--- src/rtl/thermo_pkg.sv ---
// Purpose: shared constants, carriers and helpers of the thermostat alarm block
// Assumes: 250 MHz system clock
// Notes:   register indices are word indices on the plain register port
`default_nettype none
package thermo_pkg;
  localparam int unsigned CLK_PERIOD_NS = 4;
  localparam int unsigned NS_PER_MS     = 1000000;
  localparam int unsigned CYC_PER_MS    = NS_PER_MS / CLK_PERIOD_NS;

  // maximum conversion time per precision setting, in ms
  localparam int unsigned CONV9_MS  = 25;
  localparam int unsigned CONV10_MS = 50;
  localparam int unsigned CONV11_MS = 100;
  localparam int unsigned CONV12_MS = 200;
  localparam int unsigned CONV_CW   = 26;

  localparam int unsigned DATA_W = 16;
  localparam int unsigned ADDR_W = 2;

  localparam logic [1:0] ADDR_TEMP  = 2'h0;
  localparam logic [1:0] ADDR_CFG   = 2'h1;
  localparam logic [1:0] ADDR_LOWER = 2'h2;
  localparam logic [1:0] ADDR_UPPER = 2'h3;

  localparam logic [15:0] TEMP_RST      = 16'h0000;
  localparam logic [15:0] UPPER_RST     = 16'h5000;
  localparam logic [15:0] LOWER_RST     = 16'h4b00;
  localparam logic [15:0] LOW_NIBBLE_0  = 16'hfff0;
  localparam logic [7:0]  CFG_WMASK     = 8'h7f;

  typedef struct packed {
    logic reserved;
    logic precision_sel_hi;
    logic precision_sel_lo;
    logic fault_count_sel_hi;
    logic fault_count_sel_lo;
    logic alarm_polarity;
    logic alarm_behaviour_select;
    logic low_power_request;
  } cfg_t;

  localparam cfg_t CFG_RST = cfg_t'(8'h00);

  typedef enum logic {
    ST_RUN,
    ST_STANDBY
  } pwr_state_t;

  // keeps only the most significant bits that the precision setting uses
  function automatic logic [15:0] res_mask(input logic [1:0] prec);
    case (prec)
      2'h0:    res_mask = 16'hff80;
      2'h1:    res_mask = 16'hffc0;
      2'h2:    res_mask = 16'hffe0;
      default: res_mask = 16'hfff0;
    endcase
  endfunction

  // consecutive out-of-limit conversions needed to trigger
  function automatic logic [2:0] fault_target(input logic [1:0] fault_count_setting);
    case (fault_count_setting)
      2'h0:    fault_target = 3'h1;
      2'h1:    fault_target = 3'h2;
      2'h2:    fault_target = 3'h4;
      default: fault_target = 3'h6;
    endcase
  endfunction
endpackage
`default_nettype wire

--- src/rtl/bit_sync2.sv ---
// Purpose: two-flop synchroniser for inputs from outside the clock domain
// Assumes: multi-bit data is held stable around the sampling point
// Notes:   first stage is read only by the second stage
`default_nettype none
module bit_sync2 #(
  parameter int unsigned W = 16
) (
  input  wire logic         i_clk,
  input  wire logic         i_nrst,
  input  wire logic [W-1:0] i_async,
  output logic      [W-1:0] o_sync
);
  logic [W-1:0] meta_ff;
  logic [W-1:0] sync_ff;

  always_ff @(posedge i_clk) begin
    if (!i_nrst) begin
      meta_ff <= '0;
      sync_ff <= '0;
    end else begin
      meta_ff <= i_async;
      sync_ff <= meta_ff;
    end
  end

  assign o_sync = sync_ff;
endmodule
`default_nettype wire

--- src/rtl/conv_timer.sv ---
// Purpose: paces conversions at the maximum conversion time of the precision
// Assumes: i_run low clears the count, so a resumed conversion starts afresh
// Notes:   o_done is a one-cycle pulse at the end of each conversion
`default_nettype none
module conv_timer
  import thermo_pkg::*;
#(
  parameter int unsigned CONV9_CYC  = CONV9_MS * CYC_PER_MS,
  parameter int unsigned CONV10_CYC = CONV10_MS * CYC_PER_MS,
  parameter int unsigned CONV11_CYC = CONV11_MS * CYC_PER_MS,
  parameter int unsigned CONV12_CYC = CONV12_MS * CYC_PER_MS
) (
  input  wire logic       i_clk,
  input  wire logic       i_nrst,
  input  wire logic       i_run,
  input  wire logic [1:0] i_prec,
  output logic            o_done
);
  logic [CONV_CW-1:0] cnt_ff;
  logic               done_ff;
  logic [CONV_CW-1:0] last_cnt;

  always_comb begin
    case (i_prec)
      2'h0:    last_cnt = CONV_CW'(CONV9_CYC - 1);
      2'h1:    last_cnt = CONV_CW'(CONV10_CYC - 1);
      2'h2:    last_cnt = CONV_CW'(CONV11_CYC - 1);
      default: last_cnt = CONV_CW'(CONV12_CYC - 1);
    endcase
  end

  always_ff @(posedge i_clk) begin
    if (!i_nrst || !i_run) begin
      cnt_ff  <= '0;
      done_ff <= 1'b0;
    end else if (cnt_ff >= last_cnt) begin
      cnt_ff  <= '0;
      done_ff <= 1'b1;
    end else begin
      cnt_ff  <= CONV_CW'(cnt_ff + 1'b1);
      done_ff <= 1'b0;
    end
  end

  assign o_done = done_ff;
endmodule
`default_nettype wire

--- src/rtl/thermo_alarm.sv ---
// Purpose: thermostat alarm control with trip points, fault count and shutdown
// Assumes: ADC result on I_ADC_DATA is stable while a conversion ends
// Notes:   alarm pin is open drain, modelled as value and enable
// Function
// - low-power request finishes current conversion, stores result, then enters standby.
// - entering standby clears alarm in interrupt behaviour, keeps it in comparator.
// - register port works in standby; writing zero to request resumes conversions.
// - reset gives comparator, active-low alarm, upper 80 C, lower 75 C.
// - alarm triggers after 1, 2, 4 or 6 consecutive out-of-limit results.
// - trip points use temperature format, low four bits always zero.
// - each completed conversion is compared with the trip points, alarm updated except while an interrupt alarm is set or at interrupt standby entry.
// - comparison uses only the most significant bits of the selected precision.
// - alarm active level follows polarity bit, active low after reset.
// - comparator behaviour asserts after enough consecutive results above upper trip.
// - comparator alarm holds until a result below lower trip; standby keeps it.
// - interrupt behaviour first asserts after enough consecutive results above upper.
// - interrupt alarm clears only on standby entry, any register read or a behaviour-bit change.
// - after a clear, interrupt alarm waits for the opposite trip event.
// - configuration read/write except top bit, which reads zero; reset defaults.
// - trip-point registers keep written values with low four bits cleared, as plain storage.
// - fault field 00,01,10,11 means 1,2,4,6 conversions.
// - polarity 0 gives active-low alarm, 1 active-high.
// - behaviour bit 0 is comparator, 1 is interrupt; reset value 0.
// - precision field selects 9 to 12 bits with 25 to 200 ms conversion.
`default_nettype none
module thermo_alarm
  import thermo_pkg::*;
#(
  parameter int unsigned CONV9_CYC  = CONV9_MS * CYC_PER_MS,
  parameter int unsigned CONV10_CYC = CONV10_MS * CYC_PER_MS,
  parameter int unsigned CONV11_CYC = CONV11_MS * CYC_PER_MS,
  parameter int unsigned CONV12_CYC = CONV12_MS * CYC_PER_MS
) (
  input  wire logic              I_SYS_CLK,
  input  wire logic              I_NRST,
  input  wire logic [ADDR_W-1:0] I_ADDR,
  input  wire logic [DATA_W-1:0] I_WDATA,
  input  wire logic              I_WR,
  input  wire logic              I_RD,
  input  wire logic [DATA_W-1:0] I_ADC_DATA,
  output logic      [DATA_W-1:0] O_RDATA,
  output logic                   O_ALARM_O,
  output logic                   O_ALARM_OE,
  output logic                   O_ALARM_ACTIVE,
  output logic                   O_STANDBY
);
  cfg_t              cfg_ff;
  logic [15:0]       upper_trip_point_ff;
  logic [15:0]       lower_trip_point_ff;
  logic [15:0]       temp_ff;
  logic [15:0]       rdata_ff;
  pwr_state_t        state_ff;
  logic              standby_ff;
  logic              alarm_ff;
  logic              expect_low_ff;
  logic [2:0]        cnt_ff;
  logic              oe_ff;
  logic              drive_ff;
  logic [15:0]       adc_q;
  logic              conv_done;
  logic [1:0]        prec;
  logic [1:0]        fault_count_setting;
  logic [15:0]       mask;
  logic [15:0]       new_temp;
  logic              above;
  logic              below;
  logic              watch;
  logic [2:0]        target;
  logic [2:0]        cnt_inc;
  logic              hit;
  logic              standby_entry;
  logic              mode_chg;
  logic              intr_mode;
  cfg_t              wr_cfg;

  bit_sync2 #(
    .W (DATA_W)
  ) u_adc_sync (
    .i_clk   (I_SYS_CLK),
    .i_nrst  (I_NRST),
    .i_async (I_ADC_DATA),
    .o_sync  (adc_q)
  );

  // conversion pacing stops while in standby
  conv_timer #(
    .CONV9_CYC  (CONV9_CYC),
    .CONV10_CYC (CONV10_CYC),
    .CONV11_CYC (CONV11_CYC),
    .CONV12_CYC (CONV12_CYC)
  ) u_timer (
    .i_clk  (I_SYS_CLK),
    .i_nrst (I_NRST),
    .i_run  (state_ff == ST_RUN),
    .i_prec (prec),
    .o_done (conv_done)
  );

  assign prec                = {cfg_ff.precision_sel_hi, cfg_ff.precision_sel_lo};
  assign fault_count_setting = {cfg_ff.fault_count_sel_hi, cfg_ff.fault_count_sel_lo};
  assign intr_mode           = cfg_ff.alarm_behaviour_select;
  assign mask                = res_mask(prec);
  assign new_temp            = adc_q & mask;
  // signed compare on the bits that the precision keeps
  assign above    = $signed(new_temp) > $signed(upper_trip_point_ff & mask);
  assign below    = $signed(new_temp) < $signed(lower_trip_point_ff & mask);
  assign watch    = intr_mode ? (expect_low_ff ? below : above) : above;
  assign target   = fault_target(fault_count_setting);
  assign cnt_inc  = 3'(cnt_ff + 3'h1);
  // at or beyond the target, so a lowered fault setting cannot be overrun
  assign hit      = watch && (cnt_inc >= target);
  assign standby_entry = conv_done && cfg_ff.low_power_request && (state_ff == ST_RUN);
  assign wr_cfg   = cfg_t'(I_WDATA[7:0] & CFG_WMASK);
  assign mode_chg = I_WR && (I_ADDR == ADDR_CFG) &&
                    (wr_cfg.alarm_behaviour_select != cfg_ff.alarm_behaviour_select);

  // configuration and trip-point registers
  always_ff @(posedge I_SYS_CLK) begin
    if (!I_NRST) begin
      cfg_ff              <= CFG_RST;
      upper_trip_point_ff <= UPPER_RST;
      lower_trip_point_ff <= LOWER_RST;
    end else if (I_WR) begin
      case (I_ADDR)
        ADDR_CFG:   cfg_ff <= cfg_t'(I_WDATA[7:0] & CFG_WMASK);
        ADDR_LOWER: lower_trip_point_ff <= I_WDATA & LOW_NIBBLE_0;
        ADDR_UPPER: upper_trip_point_ff <= I_WDATA & LOW_NIBBLE_0;
        default:    cfg_ff <= cfg_ff;
      endcase
    end
  end

  // temperature register catches every completed conversion
  always_ff @(posedge I_SYS_CLK) begin
    if (!I_NRST) begin
      temp_ff <= TEMP_RST;
    end else if (conv_done) begin
      temp_ff <= new_temp;
    end
  end

  // power state: standby only after a conversion has completed
  always_ff @(posedge I_SYS_CLK) begin
    if (!I_NRST) begin
      state_ff   <= ST_RUN;
      standby_ff <= 1'b0;
    end else begin
      case (state_ff)
        ST_RUN: begin
          if (standby_entry) begin
            state_ff   <= ST_STANDBY;
            standby_ff <= 1'b1;
          end
        end
        ST_STANDBY: begin
          if (!cfg_ff.low_power_request) begin
            state_ff   <= ST_RUN;
            standby_ff <= 1'b0;
          end
        end
        default: begin
          state_ff   <= ST_RUN;
          standby_ff <= 1'b0;
        end
      endcase
    end
  end

  // alarm state, fault counter and expected interrupt event
  always_ff @(posedge I_SYS_CLK) begin
    if (!I_NRST) begin
      alarm_ff      <= 1'b0;
      cnt_ff        <= 3'h0;
      expect_low_ff <= 1'b0;
    end else if (mode_chg) begin
      alarm_ff      <= 1'b0;
      cnt_ff        <= 3'h0;
      expect_low_ff <= 1'b0;
    end else if (standby_entry && intr_mode) begin
      alarm_ff <= 1'b0;
      cnt_ff   <= 3'h0;
    end else if (intr_mode) begin
      if (conv_done && !alarm_ff && hit) begin
        alarm_ff      <= 1'b1;
        expect_low_ff <= !expect_low_ff;
        cnt_ff        <= 3'h0;
      end else if (conv_done && !alarm_ff && watch) begin
        cnt_ff <= cnt_inc;
      end else if (conv_done && !alarm_ff) begin
        cnt_ff <= 3'h0;
      end else if (I_RD && alarm_ff) begin
        alarm_ff <= 1'b0;
        cnt_ff   <= 3'h0;
      end
    end else if (conv_done) begin
      if (alarm_ff) begin
        if (below) begin
          alarm_ff <= 1'b0;
        end
        cnt_ff <= 3'h0;
      end else if (hit) begin
        alarm_ff <= 1'b1;
        cnt_ff   <= 3'h0;
      end else if (watch) begin
        cnt_ff <= cnt_inc;
      end else begin
        cnt_ff <= 3'h0;
      end
    end
  end

  // open-drain pin: enable pulls low, so it is on when the level should be low
  always_ff @(posedge I_SYS_CLK) begin
    if (!I_NRST) begin
      oe_ff    <= 1'b0;
      drive_ff <= 1'b0;
    end else begin
      oe_ff    <= alarm_ff ^ cfg_ff.alarm_polarity;
      drive_ff <= 1'b0;
    end
  end

  // read data valid in the cycle after the read strobe only
  always_ff @(posedge I_SYS_CLK) begin
    if (!I_NRST) begin
      rdata_ff <= '0;
    end else if (I_RD) begin
      case (I_ADDR)
        ADDR_TEMP:  rdata_ff <= temp_ff;
        ADDR_CFG:   rdata_ff <= {8'h00, 8'(cfg_ff) & CFG_WMASK};
        ADDR_LOWER: rdata_ff <= lower_trip_point_ff;
        default:    rdata_ff <= upper_trip_point_ff;
      endcase
    end else begin
      rdata_ff <= '0;
    end
  end

  assign O_RDATA        = rdata_ff;
  assign O_ALARM_O      = drive_ff;
  assign O_ALARM_OE     = oe_ff;
  assign O_ALARM_ACTIVE = alarm_ff;
  assign O_STANDBY      = standby_ff;
endmodule
`default_nettype wire

--- config.mk ---
export PLATFORM = sky130hd
export DESIGN_NAME = thermo_alarm
export DESIGN_NICKNAME = d
export VERILOG_FILES = /design/src/rtl/thermo_pkg.sv /design/src/rtl/bit_sync2.sv /design/src/rtl/conv_timer.sv /design/src/rtl/thermo_alarm.sv
export SDC_FILE = /design/constraint.sdc
export NUM_CORES = 1
export LEC_CHECK = 0
export BUFFER_PORTS_ARGS = -buffer_cell sky130_fd_sc_hd__buf_4
export CORE_ASPECT_RATIO = 0.75
export CORE_MARGIN = 2
export CORE_UTILIZATION = 50
export DETAILED_ROUTE_END_ITERATION = 8
export PLACE_DENSITY = 0.69
export SYNTH_ARGS = -nofsm -noshare
export SYNTH_HDL_FRONTEND = slang
export SYNTH_SLANG_ARGS = --single-unit
--- constraint.sdc ---
create_clock -name I_SYS_CLK -period 3.3 [get_ports I_SYS_CLK]
set_clock_uncertainty 0.05 [all_clocks]
set_input_delay 0.33 -clock I_SYS_CLK [delete_from_list [all_inputs] [get_ports I_SYS_CLK]]
set_output_delay 0.33 -clock I_SYS_CLK [all_outputs]
set_load 0.1 [all_outputs]
# == Word-level counts from Yosys, hierarchy flattened ==
# Cells that the tools add are included.
# classes
addsub,2
n_lt_le_gt_ge,4
n_eq_ne,14
muxes,31
bitwise,7
n_reduce_logical,29
# ops
op,n
26-bit case mux with 3 select lines,1
16-bit bitwise AND,3
16-bit case mux with 3 select lines,1
3-bit 2-to-1 mux,9
"26-bit by 1-bit adder with 26-bit output, second input constant",1
26-bit greater-or-equal comparator,1
7-bit case mux with 3 select lines,1
16-bit greater-than comparator,1
16-bit < comparator,1
1-bit 2-to-1 mux,16
2-bit AND reduction,6
1-bit logical AND,10
3-bit case mux with 3 select lines,1
"2-bit == test, second input constant",4
"2-bit by 1-bit == test with 1-bit output, second input constant",3
2-bit logical NOT,3
"5-bit by 1-bit != test with 1-bit output, second input constant",1
"2-bit != test, second input constant",2
1-bit case mux with 2 select lines,2
4-bit AND reduction,1
2-bit OR reduction,2
"3-bit by 1-bit adder with 3-bit output, second input constant",1
3-bit greater-or-equal comparator,1
1-bit logical NOT,3
other kinds (10),12
# word_totals
ff_bits,130
in_bits,38
out_inout_bits,20

# == Depth between registers and ports, before layout ==
# depth
word_depth,11
depth_mapped,13
ltp_nobuf,12

# == Hierarchy ==
# A second synthesis with hierarchy kept.
# hier_totals
cells_unflattened,655
hier_area_um2,6164.7
# modules_own_cells
mod,instances,cells_per_inst,area_per_inst_um2,seq_area_each_um2
thermo_alarm,1,399,3463.3,1341.3
conv_timer,1,189,1805.5,540.5
bit_sync2,1,67,895.9,640.6

# == Worst setup path after synthesis ==
# No wires, ideal clock.
# synth_path
kind,reg2reg
startpoint,reg cfg_ff[6] (netlist bit)
endpoint,reg expect_low_ff
setup_ns,0.070
arrival_time_ns,2.493
t_required_ns,3.180
slack_ns,0.687
path_stages_with_launch,13
path_buffers,1
path_cell_list,dfxtp_1 -> buf_2 -> inv_1 -> nand2_1 -> inv_1 -> nor2b_1 -> ha_1 -> a21oi_1 -> o31ai_1 -> mux2i_1 -> a22oi_2 -> or4_1 -> a21oi_1
# synth_between
elab_chain_cells,9
elab_cells_between_ends,14
classes_between,order compare (2); eq/ne (2); mux (3); bitwise (3); reduce/logical (4)
# synth_rtl
item,line,text
"start, declared",thermo_alarm.sv:47,cfg_t cfg_ff;
"start signal, assigned",thermo_alarm.sv:125,ADDR_CFG: cfg_ff <= cfg_t'(I_WDATA[7:0] & CFG_WMASK);
"start signal, assigned",thermo_alarm.sv:128,default: cfg_ff <= cfg_ff;
2-bit == test (tied with other cells),thermo_pkg.sv:51,case (prec)
7-bit case mux with 3 select lines *,thermo_pkg.sv:51,
16-bit bitwise AND *,thermo_alarm.sv:103,assign new_temp = adc_q & mask;
via new_temp[6],thermo_alarm.sv:64,logic [15:0] new_temp;
16-bit greater-than comparator or 16-bit < comparator (tied branches),"thermo_alarm.sv:105, thermo_alarm.sv:106",
1-bit 2-to-1 mux,thermo_alarm.sv:107,assign watch = intr_mode ? (expect_low_ff ? below : above) : above;
1-bit 2-to-1 mux *,thermo_alarm.sv:107,
1-bit logical AND *,thermo_alarm.sv:111,assign hit = watch && (cnt_inc >= target);
1-bit logical AND *,thermo_alarm.sv:183,if (conv_done && !alarm_ff && hit) begin
3-bit AND reduction (no source line) *,-,
"end signal, assigned",thermo_alarm.sv:185,expect_low_ff <= !expect_low_ff;
"end, declared",thermo_alarm.sv:55,logic expect_low_ff;
# Mark *: on every way through the listed nets, which the timed path passes. The rest lies on a longest branch.
# A chain may end at the register's enable or synchronous reset.

# == Worst setup path in the final report ==
# layout_path
startpoint,reg cfg_ff[5] (netlist bit)
endpoint,reg expect_low_ff
# The elaborated chain is that of the path after synthesis.

==> impl_metrics.tcl <==
set metrics [dict create \
    status "finished clean" \
    r2r-start "cfg_ff[5]$_SDFFE_PN0P_" \
    grt_pass1_vias 4184 \
    async_flop_share_pct 0 \
    drt_iter0_markers 250 \
    die-area_um2 11920 \
    crit_path_start_kind "flop" \
    leakage_nw 2.843 \
    synth_area_um2 5527 \
    worst_setup_path_end_kind "flop" \
    rows 33 \
    yosysWarnings 0 \
    setup_violations 0 \
    num_vias 4285 \
    synth-seq-area-share_pct 42.74 \
    dieHeight_um 95.05 \
    nets 735 \
    via_per_inst 5.310 \
    gr-total-overflow 0 \
    clk_path_buf_depth 2 \
    max-slew-margin-rel_pct 58.99 \
    ctsResizeCount 0 \
    powerDensity_nw_per_um2 550.8 \
    ys_types 50 \
    fin_crit_sh_pct 90.06 \
    fin_cells 807 \
    min_period_ns 2.972 \
    core_um2 10860 \
    clock_latency_ns 0.41 \
    io_pins 58 \
    dp_cells 775 \
    synth_edf_count 0 \
    p_comb_share_pct 6.3 \
    ctsHoldBuffers 0 \
    hold_start "I_ADC_DATA[10]" \
    worstPathMaxFanout 6 \
    post_cts_buffers 0 \
    insertedDiodeCount 0 \
    hold_viol 0 \
    io_buffers 52 \
    p_sw_w 0.0007836 \
    drc 0 \
    path_class "reg2reg" \
    crit_required_ns 3.58 \
    drive_gt1_share_pct 13.94 \
    fmax_mhz 336.5 \
    grtUsageTotal_pct 21.89 \
    holdWs_ns 0.07994 \
    grt_max_degree 75 \
    drv_slew 0 \
    clkPwrFrac_pct 53.0 \
    cts_tree "built" \
    hp-class "in2reg" \
    maxCapViolCount 0 \
    drtAntennaViolNets 0 \
    p_int_w 0.002872 \
    area_delta_synth_final_pct 20.10 \
    start_util_pct 50.89 \
    die_x_um 125.4 \
    hpwl_um 8744 \
    startpoint "cfg_ff[5]$_SDFFE_PN0P_" \
    yosys_most_used_dff "dfxtp_1" \
    synthCells 607 \
    cp.arrival_ns 3.25 \
    antenna_found_initial 0 \
    syn_area_per_cell_um2 9.105 \
    wl_um 12180 \
    ir_drop_uv 400.9 \
    clkSinkCount 118 \
    fin_setup_tns_ns 0 \
    clockRootBuffer "clkbuf_16" \
    clk_pin_slew_ns 0.05 \
    rsz0062_at_grt "false" \
    layout_commonest_cell "dfxtp_1" \
    h-tree-depth 4 \
    cts_buffers 17 \
    total_power_w 0.003656 \
    worst_slew_pin_slew_ns 0.6152 \
    seqPwrFrac_pct 40.6 \
    swShare_pct 21.43 \
    drt-wirelength-per-cell_um 15.09 \
    layout_common_cells "dfxtp_1, nand2_1, nor2_1, buf_4, ha_1" \
    gp_congestion 0.9196 \
    synth_nets 688 \
    ys_seq_elements 118 \
    first_pass_iters 4 \
    grt_pass1_wl_um 20560 \
]
-- cells in the mapped netlist (3+ instances only) --
library cell | instances | area, um^2
a21oi_1 | 24 | 120.1
nor3b_1 | 3 | 22.52
nand3b_1 | 3 | 22.52
and3_1 | 5 | 31.28
inv_1 | 31 | 116.4
dfxtp_1 | 118 | 2362
xor2_1 | 18 | 157.7
clkbuf_1 | 24 | 90.09
a21boi_0 | 20 | 150.1
o211ai_1 | 8 | 60.06
nor3_1 | 3 | 15.01
nor2_1 | 58 | 217.7
and4_1 | 5 | 43.79
mux2i_1 | 29 | 290.3
ha_1 | 43 | 538.0
xnor2_1 | 10 | 87.58
nand2_1 | 74 | 277.8
nand4_1 | 11 | 68.82
nor2b_1 | 24 | 150.1
and2_1 | 32 | 200.2
nand2b_1 | 3 | 18.77
nand3_1 | 13 | 65.06
o21ai_0 | 4 | 20.02
a21o_1 | 8 | 60.06
-- sequential cells by signal (all words and copies together), names as in the netlist --
register	flops
u_adc_sync.o_sync	12
O_ALARM_OE	1
upper_trip_point_ff	12
temp_ff	12
u_adc_sync.meta_ff	12
lower_trip_point_ff	12
cfg_ff	6
O_ALARM_ACTIVE	1
O_STANDBY	1
intr_mode	1
u_timer.cnt_ff	26
u_timer.o_done	1
state_ff	1
cnt_ff	3
O_RDATA	16
expect_low_ff	1
-- power by group through the flow --
stage          logic [W]  clock network, W  registers, W
2_1_floorplan   0.000135                 0       0.00153
3_3_place_gp    0.000223                 0       0.00151
3_5_place_dp    0.000230                 0       0.00152
4_1_cts         0.000231           0.00197       0.00149
5_1_grt         0.000256           0.00204       0.00149
6_report        0.000231           0.00194       0.00149
-- cell families after synthesis --
| group | synth area share (%) |
|---|---|
| xor gates and xnor gates | 4.437 |
| DFF | 42.74 |
| buffers and inverters | 4.098 |
| and+or+nand+nor | 21.67 |
| other | 0.06785 |
| adders and majority gates | 9.735 |
| AOI/OAI and AO/OA | 10.64 |
| muxes | 6.611 |
-- critical path: stages (launching register included) --
cell and delay (ns):
dfxtp_1 0.43, inv_1 0.14, nand2_1 0.15, inv_1 0.13, nor2b_1 0.24, ha_1 0.25, a21oi_1 0.06, o31ai_1 0.34
mux2i_1 0.32, a22oi_2 0.14, or4_1 0.48, a21oi_1 0.16
-- per-stage QoR --
| step | util, % | instance area [um^2] | setup WS (ns) |
|---|---|---|---|
| 2_1_floorplan | - | 5527 | 0.6870 |
| 3_3_place_gp | 55.36 | 6012 | 0.4023 |
| 3_5_place_dp | 55.36 | 6012 | 0.3754 |
| 4_1_cts | 61.12 | 6638 | 0.3319 |
| 5_1_grt | 61.12 | 6638 | 0.09550 |
| 6_report | 61.12 | 6638 | 0.3281 |
-- per-layer routing --
metal	part of all wire [%]	track usage, %	up-vias	wire (um)
met3	7.7	7.464	11	932
met4	0.98	6.574	0	119
met2	42	33.02	112	5122
li1	-	-	2147	-
met1	49	29.95	2015	6003
met5	0	0	-	0
-- path summary, 6_finish.rpt --
path | depth (start not counted) | endpoint | slack (ns)
worst min register to register | 1 | u_adc_sync.o_sync[15]$_SDFF_PN0_ | 0.38
worst max register to register | 11 | expect_low_ff$_SDFFE_PP0P_ | 0.33
worst min-delay path | 2 | u_adc_sync.meta_ff[10]$_SDFF_PN0_ | 0.08
worst max-delay path | 11 | expect_low_ff$_SDFFE_PP0P_ | 0.33
-- area by class of cell --
type	count	area (um^2)
clock buffer	23	478.0
clock inverter	9	147.6
fill	909	4222
inverter	31	116.4
multi-input combinational	430	2938
sequential	118	2362
tap	140	175.2
timing repair buffer	56	420.4
Note: power is estimated with default switching activity, not from simulation.
